File: config.mk
export PLATFORM = sky130hd
export DESIGN_NAME = bio_logic
export DESIGN_NICKNAME = d
export VERILOG_FILES = /design/src/bio_pkg.sv /design/src/bio_logic.sv
export VERILOG_INCLUDE_DIRS = /design/src
export SDC_FILE = /design/constraint.sdc
export NUM_CORES = 2
export LEC_CHECK = 0
export ABC_AREA = 1
export ABC_CLOCK_PERIOD_IN_PS = 7310
export BUFFER_PORTS_ARGS = -buffer_cell sky130_fd_sc_hd__buf_2
export CAP_MARGIN = 25
export CORE_MARGIN = 10
export CORE_UTILIZATION = 30
export DETAILED_ROUTE_END_ITERATION = 8
export PLACE_DENSITY = 0.51
export SLEW_MARGIN = 10
export SYNTH_ARGS = -nofsm -noshare
export SYNTH_HDL_FRONTEND = slang
export SYNTH_SLANG_ARGS = --single-unit
export TNS_END_PERCENT = 10
File: constraint.sdc
create_clock -name pclk -period 7.31 [get_ports pclk]
set_clock_uncertainty 0.1 [all_clocks]
set_input_delay 2.193 -clock pclk [delete_from_list [all_inputs] [get_ports pclk]]
set_output_delay 2.193 -clock pclk [all_outputs]
set_load 0.01 [all_outputs]
File: src/bio_cfg.svh
// Offsets, field positions, reset values and timing counts of the binary I/O block
`ifndef BIO_CFG_SVH
`define BIO_CFG_SVH
// Clock and common time base
`define BIO_CLK_NS 8
`define BIO_TICK_NS 1000000
`define BIO_TICK_CYC (`BIO_TICK_NS / `BIO_CLK_NS)
`define BIO_CS_TICKS 4'hA
`define BIO_GRP_PULSE_MS 15
`define BIO_GRP_PULSE_TICKS 5'((`BIO_GRP_PULSE_MS * 1000000 + `BIO_TICK_NS - 1) / `BIO_TICK_NS)
// Limits, in percent and in 0.01 s steps
`define BIO_THERM_LIMIT 8'h5A
`define BIO_AUX_MAX 15'h4E20
`define BIO_EQ_MAX 16'hEA60
// Register offsets
`define BIO_CTRL 12'h000
`define BIO_ASSIGN 12'h004
`define BIO_STATUS 12'h008
`define BIO_EVENT 12'h00C
`define BIO_TRIPMAP 12'h010
`define BIO_EQMODE 12'h014
`define BIO_AUXMAP_BASE 12'h020
`define BIO_AUXDLY_BASE 12'h040
`define BIO_EQMASK_BASE 12'h080
`define BIO_EQTIME_BASE 12'h084
// Control fields
`define BIO_CTRL_OPT 0
`define BIO_CTRL_LEVEL 1
`define BIO_CTRL_VDIP 2
`define BIO_CTRL_TWB 4
// Function slots in the assignment register, four bits each
`define BIO_F_FORCED 0
`define BIO_F_GROUP 1
`define BIO_F_ROT 2
`define BIO_F_WAVE 3
`define BIO_F_ACK 4
`define BIO_F_THRST 5
`define BIO_F_VDIP 6
`define BIO_F_TWA 7
`define BIO_RST_WORD 32'h0000_0000
`endif

File: src/bio_pkg.sv
// Types shared by the binary I/O block
package bio_pkg;
	// Start blocking signals that a forced start overrides
	typedef struct packed {
		logic heat_start_inhibit;
		logic start_count_block;
		logic min_gap_block;
		logic reverse_spin_block;
	} bio_start_blk_s;
	// Pulse-mode setting group selector
	typedef enum logic [2:0] {
		GRP_IDLE = 3'b001,
		GRP_COUNT = 3'b010,
		GRP_HELD = 3'b100
	} bio_grp_e;
endpackage : bio_pkg

File: src/bio_logic.sv
// Binary input conditioning, timed logic equations and output relay mapping
`timescale 1ns/100ps
`default_nettype none
`include "bio_cfg.svh"

module bio_logic
	import bio_pkg::*;
#(
	parameter int TICK_CYC = `BIO_TICK_CYC
) (
	// Clock and reset
	input wire logic pclk,
	input wire logic presetn,
	// APB slave
	input wire logic psel,
	input wire logic penable,
	input wire logic pwrite,
	input wire logic [11:0] paddr,
	input wire logic [31:0] pwdata,
	output logic [31:0] prdata,
	output logic pready,
	output logic pslverr,
	// Field inputs, bit 0 is the breaker position
	input wire logic [10:0] field_in,
	// Protection side signals
	input wire logic [9:0] prot_pickup,
	input wire logic [3:0] prot_flags,
	input wire logic start_timer_done,
	input wire logic restart_timing,
	input wire logic [7:0] thermal_in,
	input wire bio_start_blk_s start_blk_in,
	// Conditioned functions
	output logic breaker_position_input,
	output logic forced_start_signal,
	output logic [7:0] thermal_out,
	output bio_start_blk_s start_blk_out,
	output logic restart_cancel,
	output logic setting_group_two,
	output logic rotor_turning,
	output logic locked_rotor_enable,
	output logic waveform_record_trigger,
	output logic external_acknowledge,
	output logic thermal_reset,
	output logic vdip_start,
	output logic [1:0] trip_wiring_monitor_input,
	// Delayed inputs and their reports
	output logic [9:0] delayed_input_signal,
	output logic alarm_msg,
	output logic alarm_led,
	output logic event_pulse,
	// Equations and relays
	output logic [7:0] eq_out,
	output logic trip_output_relay,
	output logic [3:0] aux_output_relay
);

	// Input selected by a four-bit index; 6 to 10 need the option fitted
	function automatic logic bio_pick(input logic [3:0] idx, input logic [9:0] v,
			input logic opt);
		bio_pick = (idx != 4'h0) && (idx <= 4'hA) && (opt || idx <= 4'h5)
			&& v[idx - 4'h1];
	endfunction : bio_pick

	function automatic logic bio_used(input logic [3:0] idx, input logic opt);
		bio_used = (idx != 4'h0) && (idx <= 4'hA) && (opt || idx <= 4'h5);
	endfunction : bio_used

	// Equation: OR of selected terms or AND of them, each term optionally inverted
	function automatic logic bio_eq(input logic [15:0] ops, input logic [31:0] cfg,
			input logic or_mode);
		logic [15:0] t;
		t = ops ^ cfg[31:16];
		if (or_mode) begin
			bio_eq = |(t & cfg[15:0]);
		end else begin
			bio_eq = (&(t | ~cfg[15:0])) && (|cfg[15:0]);
		end
	endfunction : bio_eq

	logic [10:0] sync1;
	logic [10:0] sync2;
	logic [31:0] ctrl;
	logic [31:0] assign_r;
	logic [9:0] evt;
	logic [31:0] trip_map;
	logic [7:0] eq_mode;
	logic [31:0] aux_map [4];
	logic [14:0] aux_dly [10];
	logic [31:0] eq_mask [8];
	logic [31:0] eq_time [8];
	logic [14:0] aux_cnt [10];
	logic [15:0] eq_cnt [8];
	logic [16:0] ms_cnt;
	logic ms_tick;
	logic [3:0] cs_cnt;
	logic cs_tick;
	logic [9:0] prog;
	logic opt;
	logic grp_in;
	logic wave_in;
	logic ack_in;
	logic thr_in;
	logic vdip_in;
	logic forced_q;
	logic wave_q;
	logic ack_q;
	logic thr_q;
	logic vdip_q;
	logic [9:0] aux_in;
	logic [9:0] delayed_q;
	logic [9:0] rise;
	logic [7:0] eq_raw;
	logic [15:0] ops;
	logic [31:0] src;
	bio_grp_e grp_st;
	logic [4:0] pulse_cnt;
	logic grp_refuse;
	logic wr_en;
	logic rd_ok;
	logic [31:0] rd_val;

	// Two flops on every field input before use
	always_ff @(posedge pclk or negedge presetn) begin
		if (!presetn) begin
			sync1 <= 11'h000;
			sync2 <= 11'h000;
		end else begin
			sync1 <= field_in;
			sync2 <= sync1;
		end
	end

	// Function routing from the assignment register; the second trip wiring monitor takes its index from the control register
	assign opt = ctrl[`BIO_CTRL_OPT];
	assign prog = sync2[10:1];
	assign breaker_position_input = sync2[0];
	assign forced_start_signal = bio_pick(assign_r[4*`BIO_F_FORCED +: 4], prog, opt);
	assign grp_in = bio_pick(assign_r[4*`BIO_F_GROUP +: 4], prog, opt);
	assign rotor_turning = bio_pick(assign_r[4*`BIO_F_ROT +: 4], prog, opt);
	assign locked_rotor_enable = bio_used(assign_r[4*`BIO_F_ROT +: 4], opt);
	assign wave_in = bio_pick(assign_r[4*`BIO_F_WAVE +: 4], prog, opt);
	assign ack_in = bio_pick(assign_r[4*`BIO_F_ACK +: 4], prog, opt);
	assign thr_in = bio_pick(assign_r[4*`BIO_F_THRST +: 4], prog, opt);
	assign vdip_in = ctrl[`BIO_CTRL_VDIP] && bio_pick(assign_r[4*`BIO_F_VDIP +: 4], prog, opt);
	assign trip_wiring_monitor_input[0] = bio_pick(assign_r[4*`BIO_F_TWA +: 4], prog, opt);
	assign trip_wiring_monitor_input[1] = bio_pick(ctrl[`BIO_CTRL_TWB +: 4], prog, opt);
	// Inputs 6 to 10 read as idle without the option board
	assign aux_in = prog & {{5{opt}}, 5'h1F};

	// Common millisecond tick and 0.01 s tick derived from it
	always_ff @(posedge pclk or negedge presetn) begin
		if (!presetn) begin
			ms_cnt <= 17'h00000;
			cs_cnt <= 4'h0;
		end else begin
			ms_cnt <= ms_tick ? 17'h00000 : ms_cnt + 17'h00001;
			if (ms_tick) begin
				cs_cnt <= cs_tick ? 4'h0 : cs_cnt + 4'h1;
			end
		end
	end
	assign ms_tick = (ms_cnt == 17'(TICK_CYC - 1));
	assign cs_tick = ms_tick && (cs_cnt == `BIO_CS_TICKS - 4'h1);

	// Edge memories for one-shot outputs
	always_ff @(posedge pclk or negedge presetn) begin
		if (!presetn) begin
			forced_q <= 1'b0;
			wave_q <= 1'b0;
			ack_q <= 1'b0;
			thr_q <= 1'b0;
			vdip_q <= 1'b0;
			delayed_q <= 10'h000;
		end else begin
			forced_q <= forced_start_signal;
			wave_q <= wave_in;
			ack_q <= ack_in;
			thr_q <= thr_in;
			vdip_q <= vdip_in;
			delayed_q <= delayed_input_signal;
		end
	end

	// Forced start: only overrides blocks, clamps the thermal level and cancels restart timing, never closes
	// the breaker; the field must hold it through the start phase
	always_ff @(posedge pclk or negedge presetn) begin
		if (!presetn) begin
			thermal_out <= 8'h00;
			start_blk_out <= '0;
			restart_cancel <= 1'b0;
		end else begin
			if (forced_start_signal && !start_timer_done && thermal_in > `BIO_THERM_LIMIT) begin
				thermal_out <= `BIO_THERM_LIMIT;
			end else begin
				thermal_out <= thermal_in;
			end
			start_blk_out <= forced_start_signal ? '0 : start_blk_in;
			restart_cancel <= forced_start_signal && !forced_q && restart_timing;
		end
	end

	// One-cycle pulses on energising edges
	always_ff @(posedge pclk or negedge presetn) begin
		if (!presetn) begin
			waveform_record_trigger <= 1'b0;
			external_acknowledge <= 1'b0;
			thermal_reset <= 1'b0;
			vdip_start <= 1'b0;
		end else begin
			waveform_record_trigger <= wave_in && !wave_q;
			external_acknowledge <= ack_in && !ack_q;
			thermal_reset <= thr_in && !thr_q;
			vdip_start <= vdip_in && !vdip_q;
		end
	end

	// Setting group selection, frozen while any protection stage is picked up
	assign grp_refuse = |prot_pickup;
	always_ff @(posedge pclk or negedge presetn) begin
		if (!presetn) begin
			grp_st <= GRP_IDLE;
			pulse_cnt <= 5'h00;
			setting_group_two <= 1'b0;
		end else begin
			unique case (grp_st)
				GRP_IDLE: begin
					pulse_cnt <= 5'h00;
					if (grp_in) begin
						grp_st <= GRP_COUNT;
					end
				end
				GRP_COUNT: begin
					if (!grp_in) begin
						grp_st <= GRP_IDLE;
					end else if (pulse_cnt >= `BIO_GRP_PULSE_TICKS) begin
						grp_st <= GRP_HELD;
						if (!ctrl[`BIO_CTRL_LEVEL] && !grp_refuse) begin
							setting_group_two <= !setting_group_two;
						end
					end else if (ms_tick) begin
						pulse_cnt <= pulse_cnt + 5'h01;
					end
				end
				GRP_HELD: begin
					if (!grp_in) begin
						grp_st <= GRP_IDLE;
					end
				end
			endcase
			if (ctrl[`BIO_CTRL_LEVEL] && !grp_refuse) begin
				setting_group_two <= grp_in;
			end
		end
	end

	// Auxiliary delays in 0.01 s steps, cleared the moment the input drops
	always_ff @(posedge pclk or negedge presetn) begin
		if (!presetn) begin
			for (int k = 0; k < 10; k++) begin
				aux_cnt[k] <= 15'h0000;
			end
		end else begin
			for (int k = 0; k < 10; k++) begin
				if (!aux_in[k]) begin
					aux_cnt[k] <= 15'h0000;
				end else if (cs_tick && aux_cnt[k] < `BIO_AUX_MAX) begin
					aux_cnt[k] <= aux_cnt[k] + 15'h0001;
				end
			end
		end
	end
	always_comb begin
		for (int k = 0; k < 10; k++) begin
			delayed_input_signal[k] = aux_in[k] && (aux_cnt[k] >= aux_dly[k]);
		end
	end
	assign rise = delayed_input_signal & ~delayed_q;

	// Expiry reports; a new expiry beats a same-cycle clear
	always_ff @(posedge pclk or negedge presetn) begin
		if (!presetn) begin
			alarm_msg <= 1'b0;
			alarm_led <= 1'b0;
			event_pulse <= 1'b0;
			evt <= 10'h000;
		end else begin
			alarm_msg <= |rise[1:0];
			event_pulse <= |rise;
			if (|rise[1:0]) begin
				alarm_led <= 1'b1;
			end else if (external_acknowledge) begin
				alarm_led <= 1'b0;
			end
			if (wr_en && paddr == `BIO_EVENT) begin
				evt <= (evt & ~pwdata[9:0]) | rise;
			end else begin
				evt <= evt | rise;
			end
		end
	end

	// Equations over breaker, delayed inputs and protection flags
	assign ops = {prot_flags[3:0], delayed_input_signal, breaker_position_input, 1'b0};
	always_comb begin
		for (int e = 0; e < 8; e++) begin
			eq_raw[e] = bio_eq(ops, eq_mask[e], eq_mode[e]);
		end
	end
	always_ff @(posedge pclk or negedge presetn) begin
		if (!presetn) begin
			eq_out <= 8'h00;
			for (int e = 0; e < 8; e++) begin
				eq_cnt[e] <= 16'h0000;
			end
		end else begin
			for (int e = 0; e < 8; e++) begin
				if (eq_raw[e] == eq_out[e]) begin
					eq_cnt[e] <= 16'h0000;
				end else if (eq_cnt[e] >= (eq_raw[e] ? eq_time[e][15:0] : eq_time[e][31:16])) begin
					eq_out[e] <= eq_raw[e];
					eq_cnt[e] <= 16'h0000;
				end else if (cs_tick) begin
					eq_cnt[e] <= eq_cnt[e] + 16'h0001;
				end
			end
		end
	end

	// Relays energise on any assigned source; latching is done downstream
	assign src = {prot_pickup, delayed_input_signal, eq_out, prot_flags};
	always_ff @(posedge pclk or negedge presetn) begin
		if (!presetn) begin
			trip_output_relay <= 1'b0;
			aux_output_relay <= 4'h0;
		end else begin
			trip_output_relay <= |(src & trip_map);
			for (int r = 0; r < 4; r++) begin
				aux_output_relay[r] <= |(src & aux_map[r]);
			end
		end
	end

	// APB: zero wait states, error on unmapped offsets
	assign pready = 1'b1;
	assign wr_en = psel && penable && pwrite && rd_ok;
	assign pslverr = psel && penable && !rd_ok;
	always_comb begin
		rd_ok = 1'b1;
		rd_val = `BIO_RST_WORD;
		unique case (paddr)
			`BIO_CTRL: rd_val = ctrl;
			`BIO_ASSIGN: rd_val = assign_r;
			`BIO_STATUS: rd_val = {7'h00, trip_output_relay, aux_output_relay, eq_out,
				setting_group_two, breaker_position_input, delayed_input_signal};
			`BIO_EVENT: rd_val = {22'h000000, evt};
			`BIO_TRIPMAP: rd_val = trip_map;
			`BIO_EQMODE: rd_val = {24'h000000, eq_mode};
			default: begin
				rd_ok = 1'b0;
				for (int k = 0; k < 10; k++) begin
					if (paddr == `BIO_AUXDLY_BASE + 12'(4 * k)) begin
						rd_ok = 1'b1;
						rd_val = {17'h00000, aux_dly[k]};
					end
				end
				for (int k = 0; k < 4; k++) begin
					if (paddr == `BIO_AUXMAP_BASE + 12'(4 * k)) begin
						rd_ok = 1'b1;
						rd_val = aux_map[k];
					end
				end
				for (int k = 0; k < 8; k++) begin
					if (paddr == `BIO_EQMASK_BASE + 12'(8 * k)) begin
						rd_ok = 1'b1;
						rd_val = eq_mask[k];
					end else if (paddr == `BIO_EQTIME_BASE + 12'(8 * k)) begin
						rd_ok = 1'b1;
						rd_val = eq_time[k];
					end
				end
			end
		endcase
	end

	// Read data captured in the setup phase
	always_ff @(posedge pclk or negedge presetn) begin
		if (!presetn) begin
			prdata <= `BIO_RST_WORD;
		end else if (psel && !penable && !pwrite) begin
			prdata <= rd_val;
		end
	end

	// Register writes; delays above their range are clamped to the maximum
	always_ff @(posedge pclk or negedge presetn) begin
		if (!presetn) begin
			ctrl <= `BIO_RST_WORD;
			assign_r <= `BIO_RST_WORD;
			trip_map <= `BIO_RST_WORD;
			eq_mode <= 8'h00;
			for (int k = 0; k < 10; k++) begin
				aux_dly[k] <= 15'h0000;
			end
			for (int k = 0; k < 4; k++) begin
				aux_map[k] <= `BIO_RST_WORD;
			end
			for (int k = 0; k < 8; k++) begin
				eq_mask[k] <= `BIO_RST_WORD;
				eq_time[k] <= `BIO_RST_WORD;
			end
		end else if (wr_en) begin
			if (paddr == `BIO_CTRL) begin
				ctrl <= pwdata;
			end
			if (paddr == `BIO_ASSIGN) begin
				assign_r <= pwdata;
			end
			if (paddr == `BIO_TRIPMAP) begin
				trip_map <= pwdata;
			end
			if (paddr == `BIO_EQMODE) begin
				eq_mode <= pwdata[7:0];
			end
			for (int k = 0; k < 10; k++) begin
				if (paddr == `BIO_AUXDLY_BASE + 12'(4 * k)) begin
					aux_dly[k] <= (pwdata[31:15] != 17'h00000 || pwdata[14:0] > `BIO_AUX_MAX)
						? `BIO_AUX_MAX : pwdata[14:0];
				end
			end
			for (int k = 0; k < 4; k++) begin
				if (paddr == `BIO_AUXMAP_BASE + 12'(4 * k)) begin
					aux_map[k] <= pwdata;
				end
			end
			for (int k = 0; k < 8; k++) begin
				if (paddr == `BIO_EQMASK_BASE + 12'(8 * k)) begin
					eq_mask[k] <= pwdata;
				end
				if (paddr == `BIO_EQTIME_BASE + 12'(8 * k)) begin
					eq_time[k][15:0] <= (pwdata[15:0] > `BIO_EQ_MAX) ? `BIO_EQ_MAX : pwdata[15:0];
					eq_time[k][31:16] <= (pwdata[31:16] > `BIO_EQ_MAX) ? `BIO_EQ_MAX
						: pwdata[31:16];
				end
			end
		end
	end
endmodule : bio_logic
`default_nettype wire

==> run metrics <==
sequential share of the synthesized area=a little under half; WS Path Type=input pin to primary output; total power per unit cell area=198 nW/um^2; Max Fclk=139 MHz; vias per cell=5.36; post-CTS setup buffers=0; Post-DRT Antenna Nets=0; Max-cap violations=0; syn_nets=around 9700; WL met2=144000 um; Initial Util=30.2%; Reg-to-Reg Start=aux_dly[122]; gr ovfl total=0; CP Cell Sequence=buf_2, inv_1, nand3_1, buf_4, nor2_4, nand2_1, inv_1, nor4_1, nand3_1, nor2_1, nand4_1, buf_4, nor2_1, buf_2; Top Metal Used=met5; CP max FO=9; Pre-Repair DR Iteration Count=6; Post-Synthesis Cells=about 9300; Num CTS Buffers=157; Reg clk slew, reported paths=about 60 ps; r2r worst-path depth=32; CTS sink cnt=1314; Buf+Inv Stages, Crit Path=6; Ys Warns=0; Residual DRC=0; cell accounting for the most synthesized area=dfrtp_1; WHS Path Cells=0; top cells by count, synth=nand2_1 (2311), dfrtp_1 (1313), inv_1 (1055); met3 WL=30100 um; CP delay by family, top=simple AND/OR/NAND/NOR gates; WL/cell=26.3 um; post-DP HPWL=248000 um; design area=between 80000 and 90000 um^2; reg-to-reg endpoint=eq_cnt[97]; Total Power=16.6 mW; startpoint types=input pin; Post-synth ARST share=100%; adder-cell share of the synthesized area=5.71%; gr usage total=24.7%; die width=512 um; crit-path max cell delay=560 ps; share of post-route cells with drive strength above 1=under 10%; arrival time worst endpoint=4880 ps; input/output buffers=170; Post-synth EDFFs=0; initial antenna violation count=37; Hold Startpoint=sync1[6]; P_leak=36.6 nW; largest family of logic cells by synthesized area=simple AND/OR/NAND/NOR gates; global-route wire length before repair=between 400000 and 500000 um; Metal-1 WL=139000 um; H-tree levels=4; #FFs+latches synth=1314; worst min-delay path class=register to register; largest net degree at the start of global routing=162; most common cell in the synthesized netlist=nand2_1; fin crit period=about 7200 ps; Clk Latency, worst-skew pair=850 ps; max-slew violation count=0; reg2reg setup slack=about 700 ps; RSZ-0062 raised after global routing=no; Synth cell types=71; Worst Tran Pin Value=1270 ps; crit end category=primary output; Clock Tree Root=clkbuf_16; Die H=512 um; post-synthesis mux area share=0.139%; Synth Flop Type=dfrtp_1; Cell Rows=180; cell area after synthesis=between 70000 and 80000 um^2; top post-synthesis cells by area=dfrtp_1 (45%), nand2_1 (12%), ha_1 (5.7%); Core ar.=241000 um^2; Post-Route WL=335000 um; worst vdd ir=0.000209 V; vias=about 70000; Avg Cell Area, Syn=roughly 8 um^2; Critical-path top delay cell=nor4_1; worst path required time=5020 ps; share of Yosys cell area claimed by the top area cell type=between 40 and 50%; vias in the first global route=64647; Post-CTS Hold Buffers=0; I/O pin cnt=172; Compound-Gate Fraction of Synth Area=between 10% and 20%; setup TNS=0 ps; clk buf depth=3; CTS tree=built; # fillers=~25000; total placed instance area=between 70000 and 80000 um^2; Die Area=262000 um^2; Synth Area in XOR/XNOR=2.39%; Final Util=34.7%; Final Cycle Share=between 90% and 100%; Layout area overhead=14.9%; setup violators final=0; Rel. slew slack=15.0%; final net count=9869; RD Place Congestion=1.03; Fin. Hold Viols=0; worst hold endpoint=sync2[6]; CTS resizes=0; initial DRC count=8419; simple-gate area share of the yosys netlist=21.9%; status=finished clean
==> stage by stage <==
step	worst slack, ps	cells	hold slack, ps
floorplan	1310	9260	231
global placement	195	12447	235
detailed placement	186	12469	236
CTS	276	12750	250
global route	177	12761	266
finish	135	12769	248
==> metal layers <==
layer  vias to the layer above  GRT usage [%]
met2                      3386           37.2
met3                       831           5.46
met1                     32977           32.3
met5                         -              0
met4                        10           14.5
li1                      31178              -
==> where the power goes <==
part / switching [mW] / internal (mW)
logic: 0.712 / 0.145
registers: 0.0269 / 7.30
clock network: 3.43 / 4.95
==> layout make-up <==
type | count | area (um^2) | area share [%]
well taps | 3185 | 3990 | 4.77
clock buffers | 227 | 4610 | 5.52
clock inverters | 54 | 790 | 0.945
inverters | 1088 | 4090 | 4.90
flip-flops and latches | 1314 | 32900 | 39.4
diodes | 13 | 32.5 | 0.0390
multi-input cells | 6497 | 34200 | 40.9
repair buffers | 391 | 2970 | 3.55
==> registers in the layout (all words and copies together), names as in the netlist, 11 cells and up <==
register / flops
aux_dly: 150
sync2: 11
ms_cnt: 17
eq_mask: 256
eq_time: 256
prdata: 32
eq_cnt: 128
sync1: 11
aux_cnt: 150
aux_map: 128
ctrl: 32
trip_map: 32
assign_r: 32
==> cell usage in the layout, fill, tap and decap left out, types with 33 or more instances in the layout <==
| cell type | n |
|---|---|
| nand4_1 | 178 |
| o22ai_1 | 52 |
| a31oi_1 | 37 |
| buf_4 | 182 |
| clkbuf_8 | 33 |
| o21ai_1 | 664 |
| nor3_1 | 109 |
| xnor2_1 | 73 |
| buf_2 | 172 |
| clkbuf_16 | 161 |
| clkbuf_1 | 33 |
| nor2_2 | 33 |
| nand3_1 | 287 |
| nand2_1 | 2305 |
| a221oi_1 | 58 |
| dfrtp_1 | 1312 |
| a21oi_1 | 433 |
| xor2_1 | 122 |
| nand2_2 | 51 |
| o21ai_0 | 680 |
| nor2_1 | 645 |
| nor4_1 | 71 |
| o2111ai_1 | 60 |
| ha_1 | 332 |
| inv_1 | 1045 |
==> cell families (layout without fill, tap and decap cells) <==
group	count (synthesis)	in the layout
and+or+nand+nor	3777	3777
AOI/OAI and AO/OA	2180	2180
buffers and inverters	1449	1760
DFF	1314	1314
adders and majority gates	332	332
xor gates and xnor gates	197	197
muxes	10	10
other	1	14
==> worst max-delay path by stage <==
stage               depth (start not counted)          start         end  slack [ps]
finish                                     14       paddr[3]     pslverr         130
detailed placement                         22  prot_flags[2]  eq_cnt[48]         190
global route                               14       paddr[3]     pslverr         180
global placement                           22  prot_flags[2]  eq_cnt[53]         190
CTS                                        14       paddr[3]     pslverr         280
floorplan                                  27  prot_flags[1]  eq_cnt[10]        1310
(Power assumes the default switching activity.)
